File: src/scrsel_pkg.sv
package scrsel_pkg;

    // ------------------------------------------------------------
    // Configured scrambler modes
    // ------------------------------------------------------------
    typedef enum logic [2:0] {
        SCRSEL_MODE_AUTO     = 3'h0,
        SCRSEL_MODE_STD308   = 3'h1,
        SCRSEL_MODE_STD309   = 3'h2,
        SCRSEL_MODE_V35      = 3'h3,
        SCRSEL_MODE_SAT      = 3'h4,
        SCRSEL_MODE_ALT_V35  = 3'h5,
        SCRSEL_MODE_ALT_SAT  = 3'h6,
        SCRSEL_MODE_OFF      = 3'h7
    } scrsel_mode_t;

    // ------------------------------------------------------------
    // Scrambler actually applied
    // ------------------------------------------------------------
    typedef enum logic [2:0] {
        SCRSEL_SCR_NONE      = 3'h0,
        SCRSEL_SCR_SAT_SELF  = 3'h1,
        SCRSEL_SCR_V35_SELF  = 3'h2,
        SCRSEL_SCR_MUX_SYNC  = 3'h3,
        SCRSEL_SCR_RS_SYNC   = 3'h4,
        SCRSEL_SCR_TURBO     = 3'h5
    } scrsel_scr_t;

    // ------------------------------------------------------------
    // Register map
    // ------------------------------------------------------------
    localparam logic [3:0] SCRSEL_ADDR_CTRL   = 4'h0;
    localparam logic [3:0] SCRSEL_ADDR_STATUS = 4'h1;
    localparam logic [3:0] SCRSEL_ADDR_DIV    = 4'h2;
    localparam logic [3:0] SCRSEL_ADDR_VER    = 4'h3;

    localparam int SCRSEL_CTRL_TXMODE_LSB = 0;
    localparam int SCRSEL_CTRL_RXMODE_LSB = 4;
    localparam int SCRSEL_CTRL_TURBO_BIT  = 8;
    localparam int SCRSEL_CTRL_MUX_BIT    = 9;
    localparam int SCRSEL_CTRL_RS_BIT     = 10;
    localparam int SCRSEL_CTRL_PREF_BIT   = 11;
    localparam int SCRSEL_CTRL_W          = 12;

    localparam int SCRSEL_STAT_TXSCR_LSB  = 0;
    localparam int SCRSEL_STAT_TXINV_BIT  = 3;
    localparam int SCRSEL_STAT_RXSCR_LSB  = 4;
    localparam int SCRSEL_STAT_RXINV_BIT  = 7;
    localparam int SCRSEL_STAT_TXBUF_BIT  = 8;
    localparam int SCRSEL_STAT_RXBUF_BIT  = 9;

    localparam logic [SCRSEL_CTRL_W-1:0] SCRSEL_CTRL_RST = 12'h000;
    // Arbitrary neutral block version value
    localparam logic [31:0] SCRSEL_VERSION = 32'h0000_0100;

    localparam int SCRSEL_DATA_W = 8;
    localparam int SCRSEL_BUF_DEPTH = 2;

endpackage : scrsel_pkg

File: src/scrsel_pick.sv
`timescale 1ns/1ps
module scrsel_pick
    import scrsel_pkg::*;
(
    input  wire scrsel_mode_t mode,     // Configured mode
    input  wire logic         turbo_en, // Block turbo FEC enabled
    input  wire logic         mux_en,   // Framing multiplexer enabled
    input  wire logic         rs_en,    // Reed-Solomon enabled
    input  wire logic         pref_309, // Auto prefers 309 behaviour
    output scrsel_scr_t       scr,      // Chosen scrambler
    output logic              invert    // Data inversion
);

    function automatic scrsel_scr_t std_pick(input logic is309, input logic m,
                                             input logic r);
        if (m) begin
            std_pick = SCRSEL_SCR_MUX_SYNC;
        end else if (r && !is309) begin
            std_pick = SCRSEL_SCR_RS_SYNC;
        end else begin
            std_pick = SCRSEL_SCR_SAT_SELF;
        end
    endfunction : std_pick

    always_comb begin
        invert = 1'b0;
        case (mode)
            SCRSEL_MODE_AUTO: begin
                if (!turbo_en) begin
                    scr = std_pick(pref_309, mux_en, rs_en);
                end else if (!mux_en) begin
                    scr = SCRSEL_SCR_TURBO;
                end else begin
                    scr = std_pick(1'b0, mux_en, rs_en);
                end
            end
            SCRSEL_MODE_STD308: scr = std_pick(1'b0, mux_en, rs_en);
            SCRSEL_MODE_STD309: scr = std_pick(1'b1, mux_en, rs_en);
            SCRSEL_MODE_V35:    scr = SCRSEL_SCR_V35_SELF;
            SCRSEL_MODE_SAT:    scr = SCRSEL_SCR_SAT_SELF;
            SCRSEL_MODE_ALT_V35: begin
                scr    = SCRSEL_SCR_V35_SELF;
                invert = 1'b1;
            end
            SCRSEL_MODE_ALT_SAT: begin
                scr    = SCRSEL_SCR_SAT_SELF;
                invert = 1'b1;
            end
            default: scr = SCRSEL_SCR_NONE;
        endcase
    end

endmodule : scrsel_pick

File: src/scrsel_buf.sv
`timescale 1ns/1ps
module scrsel_buf
    import scrsel_pkg::*;
(
    input  wire logic                     core_clk, // Clock
    input  wire logic                     rst,      // Async reset
    input  wire logic                     ce,       // Clock enable
    input  wire logic                     in_valid, // Word offered
    output logic                          in_ready, // Room for word
    input  wire logic [SCRSEL_DATA_W-1:0] in_data,  // Word in
    output logic                          out_valid,// Word available
    input  wire logic                     out_ready,// Drain accepts
    output logic [SCRSEL_DATA_W-1:0]      out_data  // Word out
);

    typedef struct packed {
        logic [SCRSEL_BUF_DEPTH-1:0][SCRSEL_DATA_W-1:0] mem;
        logic                                           wp;
        logic                                           rp;
        logic [1:0]                                     cnt;
    } scrsel_buf_st_t;

    scrsel_buf_st_t s_q;
    scrsel_buf_st_t s_d;
    logic           push;
    logic           pop;

    assign in_ready  = (s_q.cnt != 2'h2);
    assign out_valid = (s_q.cnt != 2'h0);
    assign out_data  = s_q.mem[s_q.rp];
    assign push      = in_valid && in_ready;
    assign pop       = out_valid && out_ready;

    always_comb begin
        s_d = s_q;
        if (push) begin
            s_d.mem[s_q.wp] = in_data;
            s_d.wp          = ~s_q.wp;
        end
        if (pop) begin
            s_d.rp = ~s_q.rp;
        end
        case ({push, pop})
            2'b10:   s_d.cnt = s_q.cnt + 2'h1;
            2'b01:   s_d.cnt = s_q.cnt - 2'h1;
            default: s_d.cnt = s_q.cnt;
        endcase
    end

    always_ff @(posedge core_clk or posedge rst) begin
        if (rst) begin
            s_q <= '0;
        end else if (ce) begin
            s_q <= s_d;
        end
    end

endmodule : scrsel_buf

File: src/scrsel_top.sv
// The plain strobed port and the placing of the registers were left to the implementer.
`timescale 1ns/1ps
// What this block does
// - Auto without turbo FEC: preferred 308/309 choice
// - Auto, turbo without multiplexer: turbo sync scrambler
// - Auto, turbo plus multiplexer: 308 selection
// - Transmit and receive modes held separately
// - 308 plain: self-synchronizing satellite scrambler
// - 308 multiplexer only: multiplexer sync scrambler
// - 308 Reed-Solomon only: Reed-Solomon sync scrambler
// - 308 both enabled: multiplexer sync scrambler
// - 309 as 308, RS-only uses self-sync
// - Fixed modes always use their self-sync scrambler
// - Alternate modes also invert the data
module scrsel_top
    import scrsel_pkg::*;
(
    input  wire logic                     core_clk,    // 200 MHz clock
    input  wire logic                     rst,         // Async reset, high
    input  wire logic                     ce,          // Clock enable
    input  wire logic [3:0]               reg_addr,    // Register address
    input  wire logic [31:0]              reg_wdata,   // Write data
    input  wire logic                     reg_wr,      // Write strobe
    input  wire logic                     reg_rd,      // Read strobe
    output logic [31:0]                   reg_rdata,   // Read data
    input  wire logic                     tx_in_valid, // Tx word from data side
    output logic                          tx_in_ready, // Tx room
    input  wire logic [SCRSEL_DATA_W-1:0] tx_in_data,  // Tx word
    output logic                          tx_out_valid,// Tx word to encoder
    input  wire logic                     tx_out_ready,// Encoder accepts
    output logic [SCRSEL_DATA_W-1:0]      tx_out_data, // Tx word out
    output logic [2:0]                    tx_scr_sel,  // Tx scrambler choice
    input  wire logic                     rx_in_valid, // Rx word from decoder
    output logic                          rx_in_ready, // Rx room
    input  wire logic [SCRSEL_DATA_W-1:0] rx_in_data,  // Rx word
    output logic                          rx_out_valid,// Rx word to data side
    input  wire logic                     rx_out_ready,// Data side accepts
    output logic [SCRSEL_DATA_W-1:0]      rx_out_data, // Rx word out
    output logic [2:0]                    rx_descr_sel // Rx descrambler choice
);

    // ------------------------------------------------------------
    // State
    // ------------------------------------------------------------
    typedef struct packed {
        logic [SCRSEL_CTRL_W-1:0] ctrl;
        logic [31:0]              rdata;
        scrsel_scr_t              tx_scr;
        logic                     tx_inv;
        scrsel_scr_t              rx_scr;
        logic                     rx_inv;
        logic [15:0]              div;
    } scrsel_st_t;

    scrsel_st_t       s_q;
    scrsel_st_t       s_d;
    scrsel_scr_t      tx_scr_c;
    scrsel_scr_t      rx_scr_c;
    logic             tx_inv_c;
    logic             rx_inv_c;
    scrsel_mode_t     tx_mode;
    scrsel_mode_t     rx_mode;
    logic             turbo_en;
    logic             mux_en;
    logic             rs_en;
    logic             pref_309;
    logic [SCRSEL_DATA_W-1:0] tx_buf_data;
    logic [SCRSEL_DATA_W-1:0] rx_buf_data;

    assign tx_mode  = scrsel_mode_t'(s_q.ctrl[SCRSEL_CTRL_TXMODE_LSB +: 3]);
    assign rx_mode  = scrsel_mode_t'(s_q.ctrl[SCRSEL_CTRL_RXMODE_LSB +: 3]);
    assign turbo_en = s_q.ctrl[SCRSEL_CTRL_TURBO_BIT];
    assign mux_en   = s_q.ctrl[SCRSEL_CTRL_MUX_BIT];
    assign rs_en    = s_q.ctrl[SCRSEL_CTRL_RS_BIT];
    assign pref_309 = s_q.ctrl[SCRSEL_CTRL_PREF_BIT];

    // ------------------------------------------------------------
    // Per-direction selection
    // ------------------------------------------------------------
    scrsel_pick u_tx_pick (
        .mode     (tx_mode),
        .turbo_en (turbo_en),
        .mux_en   (mux_en),
        .rs_en    (rs_en),
        .pref_309 (pref_309),
        .scr      (tx_scr_c),
        .invert   (tx_inv_c)
    );

    scrsel_pick u_rx_pick (
        .mode     (rx_mode),
        .turbo_en (turbo_en),
        .mux_en   (mux_en),
        .rs_en    (rs_en),
        .pref_309 (pref_309),
        .scr      (rx_scr_c),
        .invert   (rx_inv_c)
    );

    // ------------------------------------------------------------
    // Data paths with stall-safe buffers
    // ------------------------------------------------------------
    scrsel_buf u_tx_buf (
        .core_clk  (core_clk),
        .rst       (rst),
        .ce        (ce),
        .in_valid  (tx_in_valid),
        .in_ready  (tx_in_ready),
        .in_data   (tx_in_data),
        .out_valid (tx_out_valid),
        .out_ready (tx_out_ready),
        .out_data  (tx_buf_data)
    );

    scrsel_buf u_rx_buf (
        .core_clk  (core_clk),
        .rst       (rst),
        .ce        (ce),
        .in_valid  (rx_in_valid),
        .in_ready  (rx_in_ready),
        .in_data   (rx_in_data),
        .out_valid (rx_out_valid),
        .out_ready (rx_out_ready),
        .out_data  (rx_buf_data)
    );

    // Inversion applied at buffer output, from registered flag
    assign tx_out_data  = s_q.tx_inv ? ~tx_buf_data : tx_buf_data;
    assign rx_out_data  = s_q.rx_inv ? ~rx_buf_data : rx_buf_data;
    assign tx_scr_sel   = s_q.tx_scr;
    assign rx_descr_sel = s_q.rx_scr;
    assign reg_rdata    = s_q.rdata;

    // ------------------------------------------------------------
    // Register access and selection update
    // ------------------------------------------------------------
    always_comb begin
        s_d = s_q;
        // Selection follows config continuously, one cycle behind
        s_d.tx_scr = tx_scr_c;
        s_d.tx_inv = tx_inv_c;
        s_d.rx_scr = rx_scr_c;
        s_d.rx_inv = rx_inv_c;
        s_d.rdata  = 32'h0000_0000;
        if (reg_wr) begin
            case (reg_addr)
                SCRSEL_ADDR_CTRL: s_d.ctrl = reg_wdata[SCRSEL_CTRL_W-1:0];
                SCRSEL_ADDR_DIV:  s_d.div  = reg_wdata[15:0];
                default:          s_d.ctrl = s_q.ctrl;
            endcase
        end
        if (reg_rd) begin
            case (reg_addr)
                SCRSEL_ADDR_CTRL: s_d.rdata = {20'h00000, s_q.ctrl};
                SCRSEL_ADDR_STATUS: begin
                    s_d.rdata[SCRSEL_STAT_TXSCR_LSB +: 3] = s_q.tx_scr;
                    s_d.rdata[SCRSEL_STAT_TXINV_BIT]      = s_q.tx_inv;
                    s_d.rdata[SCRSEL_STAT_RXSCR_LSB +: 3] = s_q.rx_scr;
                    s_d.rdata[SCRSEL_STAT_RXINV_BIT]      = s_q.rx_inv;
                    s_d.rdata[SCRSEL_STAT_TXBUF_BIT]      = tx_out_valid;
                    s_d.rdata[SCRSEL_STAT_RXBUF_BIT]      = rx_out_valid;
                end
                SCRSEL_ADDR_DIV:  s_d.rdata = {16'h0000, s_q.div};
                SCRSEL_ADDR_VER:  s_d.rdata = SCRSEL_VERSION;
                default:          s_d.rdata = 32'h0000_0000;
            endcase
        end
    end

    always_ff @(posedge core_clk or posedge rst) begin
        if (rst) begin
            s_q      <= '0;
            s_q.ctrl <= SCRSEL_CTRL_RST;
        end else if (ce) begin
            s_q <= s_d;
        end
    end

endmodule : scrsel_top

File: config.mk
export PLATFORM = sky130hd
export DESIGN_NAME = scrsel_top
export DESIGN_NICKNAME = d
export VERILOG_FILES = /design/src/scrsel_pkg.sv /design/src/scrsel_pick.sv /design/src/scrsel_buf.sv /design/src/scrsel_top.sv
export SDC_FILE = /design/constraint.sdc
export NUM_CORES = 1
export LEC_CHECK = 0
export BUFFER_PORTS_ARGS = -buffer_cell sky130_fd_sc_hd__buf_2
export CAP_MARGIN = 10
export CORE_MARGIN = 3
export CORE_UTILIZATION = 40
export CTS_CLUSTER_DIAMETER = 200
export DETAILED_ROUTE_END_ITERATION = 7
export PLACE_DENSITY = 0.61
export REMOVE_ABC_BUFFERS = 1
export SYNTH_ARGS = -nofsm -noshare
export SYNTH_HDL_FRONTEND = slang
export SYNTH_SLANG_ARGS = --single-unit
File: constraint.sdc
create_clock -name core_clk -period 6.6 [get_ports core_clk]
set_clock_uncertainty 0.15 [all_clocks]
set_input_delay 0.99 -clock core_clk [delete_from_list [all_inputs] [get_ports core_clk]]
set_output_delay 0.99 -clock core_clk [all_outputs]
set_load 0.01 [all_outputs]
==> results.cfg, run 1 <==
[status]
status = completed

[grt]
grt.total_usage = 0.151
grt_pass1_wl_um = 15500
grt_max_degree = 59
gr-usage-met1 = 0.199
grtUsageMet3 = 0.0408
grtUsageMet2 = 0.250
grt_pass1_vias = 3000
antenna_found_initial = 0
grt_overflow = 0
top_usage_layer = met2

[finish]
register_area_um2 = 2300
final_nets = 485
fill_cells = 1038
syn_to_final_growth_pct = 13.9
multi_input_area_um2 = 1990
mostFrequentLayoutCells = dfrtp_1, buf_2, mux2_2
final_common_cell = dfrtp_1
drive_gt1_frac = 0.417
n_antenna_cell = 0

[sta]
postLayoutSetupSlackWorst_ns = 3.83
tightest_slew_ns = 0.928
max-slew-margin-rel = 0.377
grt_setup_unrepaired = no
fin_crit_ns = 2.77
period_share = 0.419
final-setup-viol-count = 0
max_freq_mhz = 362
hold_viol_final = 0
slew_viol_final = 0
fin_tns_setup_ns = 0

[die]
dieArea_um2 = 12900
pin_count = 119
fp.dieW_um = 114
fp.coreArea_um2 = 11100
rows = 38
fp.dieH_um = 114
initial_core_util = 0.419

[yosys]
netlist_area_um2 = 4640
synth_edf_count = 0
yosysUniqueCellTypes = 43
syn_inst = 366
postSynthAreaPerCell_um2 = 12.7
seq_area_frac_synth = 0.496
ys_seq_elements = 92
synth-async-reset-ratio = 1.00
synth_top_flop_cell = dfrtp_1
yosysWarnings = 0

[critical_path]
endpoint_kind = flop
criticalPathCategory = in2reg
crit_arrival_ns = 2.89
cp_max_fo = 34
r2r_cells = 6
worstPathRequired_ns = 6.73
cp-start-kind = input pin

[hold_path]
whs_path_depth = 1
min_path_type = reg2reg

[place]
dp_hpwl_um = 6590
port_buffers = 86
pre_cts_ws_ns = 3.47
routabilityCongestion = 0.724

[clock_tree]
clk_latency_ns = 0.34
cts.clk_slew.worst_paths_ns = 0.07
cts_tree = yes
cts_buffer_depth = 2
hold_buffers = 0
cts_root_buf = clkbuf_16
cts_max_level = 3
cts_sinks = 92
cts_resized = 0
cts_buffers = 9
postCtsSetupRepairBufs = 0

[drt]
drtPass1Iterations = 4
via_per_inst = 5.14
wl_per_cell_um = 16.6
wirelength_um = 9420
vias = 2912
drt-initial-drc-count = 83
drc = 0
ant_nets = 0

[flow_run]
cap_violations = 0

[power]
ir_drop_mv = 0.209
leakagePower_nw = 2.52
powerDensity_nw_per_um2 = 406
worst max-delay path, stage by stage:
cell and delay, ns:
buf_2 0.08, buf_4 0.35, nand4bb_1 0.36, nor3_1 0.82
a221o_1 0.28
kinds of logic after synthesis:
family          Yosys count  share of synthesized area
fa+ha+maj                 2                    0.00539
simple gates             54                     0.0814
mux                      81                      0.200
compound gates           42                     0.0746
buf+inv                  65                     0.0878
xor+xnor                 29                     0.0547
other cells               1                   0.000807
flops                    92                      0.496
where the power goes:
group | internal (mW) | switching, mW | total, mW
Sequential | 0.737 | 0.155 | 0.891
Clock | 0.374 | 0.223 | 0.597
Combinational | 0.377 | 0.283 | 0.660
final timing paths:
check                      slack (ns)                         from                      endpoint
max in group asynchronous        4.61                          rst           s_q[10]$_DFFE_PP0P_
setup / recovery                 3.83                           ce      reg_rdata[4]$_DFFE_PP0P_
hold reg to reg                  0.34          s_q[15]$_DFFE_PP0P_     reg_rdata[15]$_DFFE_PP0P_
setup reg to reg                 4.85  u_rx_buf.s_q[0]$_DFFE_PP0P_   u_rx_buf.s_q[1]$_DFFE_PP0P_
hold / removal                   0.34          s_q[15]$_DFFE_PP0P_     reg_rdata[15]$_DFFE_PP0P_
min in group asynchronous        0.55                          rst  u_rx_buf.s_q[19]$_DFFE_PP0P_
synth_stat cells, types with 2 or more instances:
cell       count  share of area
or2_2          2         0.0027
nor4b_1        2         0.0038
o32a_1         2         0.0043
nor4_1         2         0.0027
xor2_1         4         0.0075
mux2_4        10          0.032
nor2b_1       11          0.015
buf_6          2         0.0048
nand2_1        7         0.0057
mux2_2        53           0.13
a21oi_1        5         0.0054
a22oi_1        3         0.0048
nand2b_1       7         0.0094
mux2i_1       18          0.039
ha_1           2         0.0054
clkbuf_1      13          0.011
nor2_1         6         0.0048
o21a_1         3         0.0048
xnor2_1       25          0.047
nand4b_2       3         0.0097
buf_4         38          0.061
nand4_2        2         0.0054
a221o_1        6          0.013
o2bb2ai_1      7          0.013
dfrtp_1       92           0.50
nand3_1        5         0.0054
o41ai_1        2         0.0038
inv_1          6         0.0048
buf_2          5         0.0054
a22o_1        10          0.019
flip-flops by register name (all words and copies together), names as in the netlist, 3 cells and up:
name and count:
s_q 24, u_rx_buf.s_q 20, u_tx_buf.s_q 20, reg_rdata 16, rx_descr_sel 3, rx_mode 3
tx_scr_sel 3
metrics by stage:
stage	instances	utilization	cell area (µm²)	total power, mW	hold WS (ns)
2_1_floorplan	322	-	4320	1.36	0.308
3_3_place_gp	551	0.446	4940	1.55	0.317
3_5_place_dp	551	0.446	4940	1.58	0.318
4_1_cts	567	0.478	5290	2.18	0.342
5_1_grt	567	0.478	5290	2.29	0.355
6_report	567	0.478	5290	2.15	0.341
routing by layer:
metal,up-vias,routed length [µm]
met2,86,4480
met3,11,605
li1,1357,-
met5,-,0
met1,1458,4250
met4,0,86
area by class of cell:
class,count,area share
Sequential cell,92,0.435
Clock inverter,7,0.0229
Multi-Input combinational cell,224,0.376
Inverter,6,0.00449
Tap cell,140,0.0331
Timing Repair Buffer,89,0.0856
Clock buffer,9,0.0426
Power figures use the tool's default switching activity.
==> run 2: changes to the inputs <==
==> constraint.sdc (replaced) <==
create_clock -name core_clk -period 2.6 [get_ports core_clk]
set_clock_uncertainty 0.15 [all_clocks]
set_input_delay 0.39 -clock core_clk [delete_from_list [all_inputs] [get_ports core_clk]]
set_output_delay 0.39 -clock core_clk [all_outputs]
set_load 0.01 [all_outputs]
==> run 2 against run 1 <==
Effect of this change:
- setup slack worse by 3.4 ns
- utilization is 0.28 points higher
- power grew to 2.5 times the previous value
- the run now ends with negative hold slack left
==> results.cfg, run 2 (synthesized netlist as in run 1, its figures left out) <==
[grt]
grt_pass1_wl_um = 15500
antenna_found_initial = 0
grt.total_usage = 0.155
grt_max_degree = 42
grt_pass1_vias = 3076
grt_overflow = 0

[power]
p_int_mw = 3.77
p_switching_mw = 1.68
clkPwrFrac = 0.276
p_comb_frac = 0.308
ir_drop_mv = 0.417
swShare = 0.308
pwr-share-seq = 0.416
powerDensity_nw_per_um2 = 1020
leakagePower_nw = 2.53

[finish]
stdcell_count = 571
n_antenna_cell = 0
drive_gt1_frac = 0.422
postLayoutCellArea_um2 = 5320
final_common_cell = dfrtp_1
top_register = s_q
final_nets = 489
fill_cells = 1036
reg_top3 = s_q: 24 flops, u_rx_buf.s_q: 20 flops, u_tx_buf.s_q: 20 flops
mostFrequentLayoutCells = dfrtp_1, buf_2, mux2_2
largest_reg_flops = 24
syn_to_final_growth_pct = 14.6

[drt]
met2WireLength_um = 4550
drc = 0
drtPass1Iterations = 4
ant_nets = 0
vias = 2890
via_per_inst = 5.06
drt-initial-drc-count = 75
wl_met1_um = 4280
wl_met3_um = 554
routed.top_layer = met4
wirelength_um = 9540
wl_per_cell_um = 16.7

[status]
status = complete, but fails checks
violations = negative hold slack

[die]
fp.dieH_um = 114
rows = 38
fp.coreArea_um2 = 11100
dieArea_um2 = 12900
fp.dieW_um = 114
pin_count = 119
initial_core_util = 0.419

[sta]
period_share = 0.839
slew_viol_final = 0
tightest_slew_ns = 0.907
max_freq_mhz = 458
fin_crit_ns = 2.18
fin_tns_setup_ns = 0
grt_setup_unrepaired = no
hold_viol_final = 25
final-setup-viol-count = 0
max-slew-margin-rel = 0.391
hold_ws_ns = -0.0179

[critical_path]
crit_arrival_ns = 1.64
criticalPathCategory = reg2out
cp_max_fo = 9
regToRegEndpoint = u_rx_buf.s_q[1]$_DFFE_PP0P_
endpoint = rx_out_data[2]
rr_startpoint = u_rx_buf.s_q[0]$_DFFE_PP0P_
r2r_cells = 6
crit_start = u_rx_buf.s_q[2]$_DFFE_PP0P_
endpoint_kind = output port
r2r_setup_slack_ns = 0.86
cp-start-kind = flop
worstPathRequired_ns = 2.06

[clock_tree]
clk_latency_ns = 0.34
hold_buffers = 0
cts_max_level = 3
cts_buffers = 9
cts_root_buf = clkbuf_16
cts.clk_slew.worst_paths_ns = 0.07
cts_tree = yes
cts_buffer_depth = 2
cts_resized = 0
cts_sinks = 92
postCtsSetupRepairBufs = 0

[place]
port_buffers = 86
dp_hpwl_um = 6820
dp.cells = 555
placed_cell_area_um2 = 4970
routabilityCongestion = 0.746

[hold_path]
min_path_type = in2async

[flow_run]
cap_violations = 0
## run 2: changes by cell type in the layout (fill, tap and decap cells not counted)
cell        before  now
buf_4            3    7
inv_6            3    1
clkinvlp_4       0    2
clkinv_2         2    1
clkinv_4         0    1
## run 2: worst min path at each step
| stage | cells after the start | startpoint | to |
|---|---|---|---|
| 3_3_place_gp | 1 | s_q[12]$_DFFE_PP0P_ | reg_rdata[12]$_DFFE_PP0P_ |
| 3_5_place_dp | 1 | reg_rdata[11]$_DFFE_PP0P_ | reg_rdata[11]$_DFFE_PP0P_ |
| 6_report | 2 | rst | u_tx_buf.s_q[15]$_DFFE_PP0P_ |
| 5_1_grt | 2 | rst | u_tx_buf.s_q[7]$_DFFE_PP0P_ |
| 4_1_cts | 2 | rst | u_tx_buf.s_q[7]$_DFFE_PP0P_ |
| 2_1_floorplan | 1 | s_q[15]$_DFFE_PP0P_ | reg_rdata[15]$_DFFE_PP0P_ |
## run 2: power by group through the flow
stage	Combinational (mW)	Sequential, mW	Clock [mW]
finish	1.68	2.27	1.50
global route	1.85	2.34	1.62
CTS	1.71	2.27	1.55
detailed placement	1.71	2.30	0
global placement	1.67	2.26	0
floorplan	1.25	2.19	0
## run 2: routing by layer
layer	vias to the layer above	GRT usage
met5	-	0
met1	1426	0.206
met3	11	0.0318
met2	96	0.250
met4	0	0.0569
li1	1357	-
## run 2: worst max-delay path: stages (launching register included)
cell and delay [ns]:
dfrtp_1 0.70, mux2i_1 0.28, xnor2_1 0.16, buf_2 0.17
## run 2: area by class of cell
class,instances,area [µm²],share of cell area
Inverter,6,23.8,0.00447
Tap cell,140,175,0.0329
Sequential cell,92,2300,0.433
Clock buffer,9,225,0.0423
Clock inverter,7,123,0.0230
Timing Repair Buffer,93,483,0.0907
Multi-Input combinational cell,224,1990,0.374
## run 2: through the flow
| step | utilization | worst slack (ns) | power [mW] |
|---|---|---|---|
| global route | 0.480 | 0.307 | 5.81 |
| detailed placement | 0.449 | 0.467 | 4.00 |
| finish | 0.480 | 0.419 | 5.45 |
| floorplan | - | -0.332 | 3.44 |
| CTS | 0.480 | 0.398 | 5.54 |
| global placement | 0.449 | 0.483 | 3.93 |
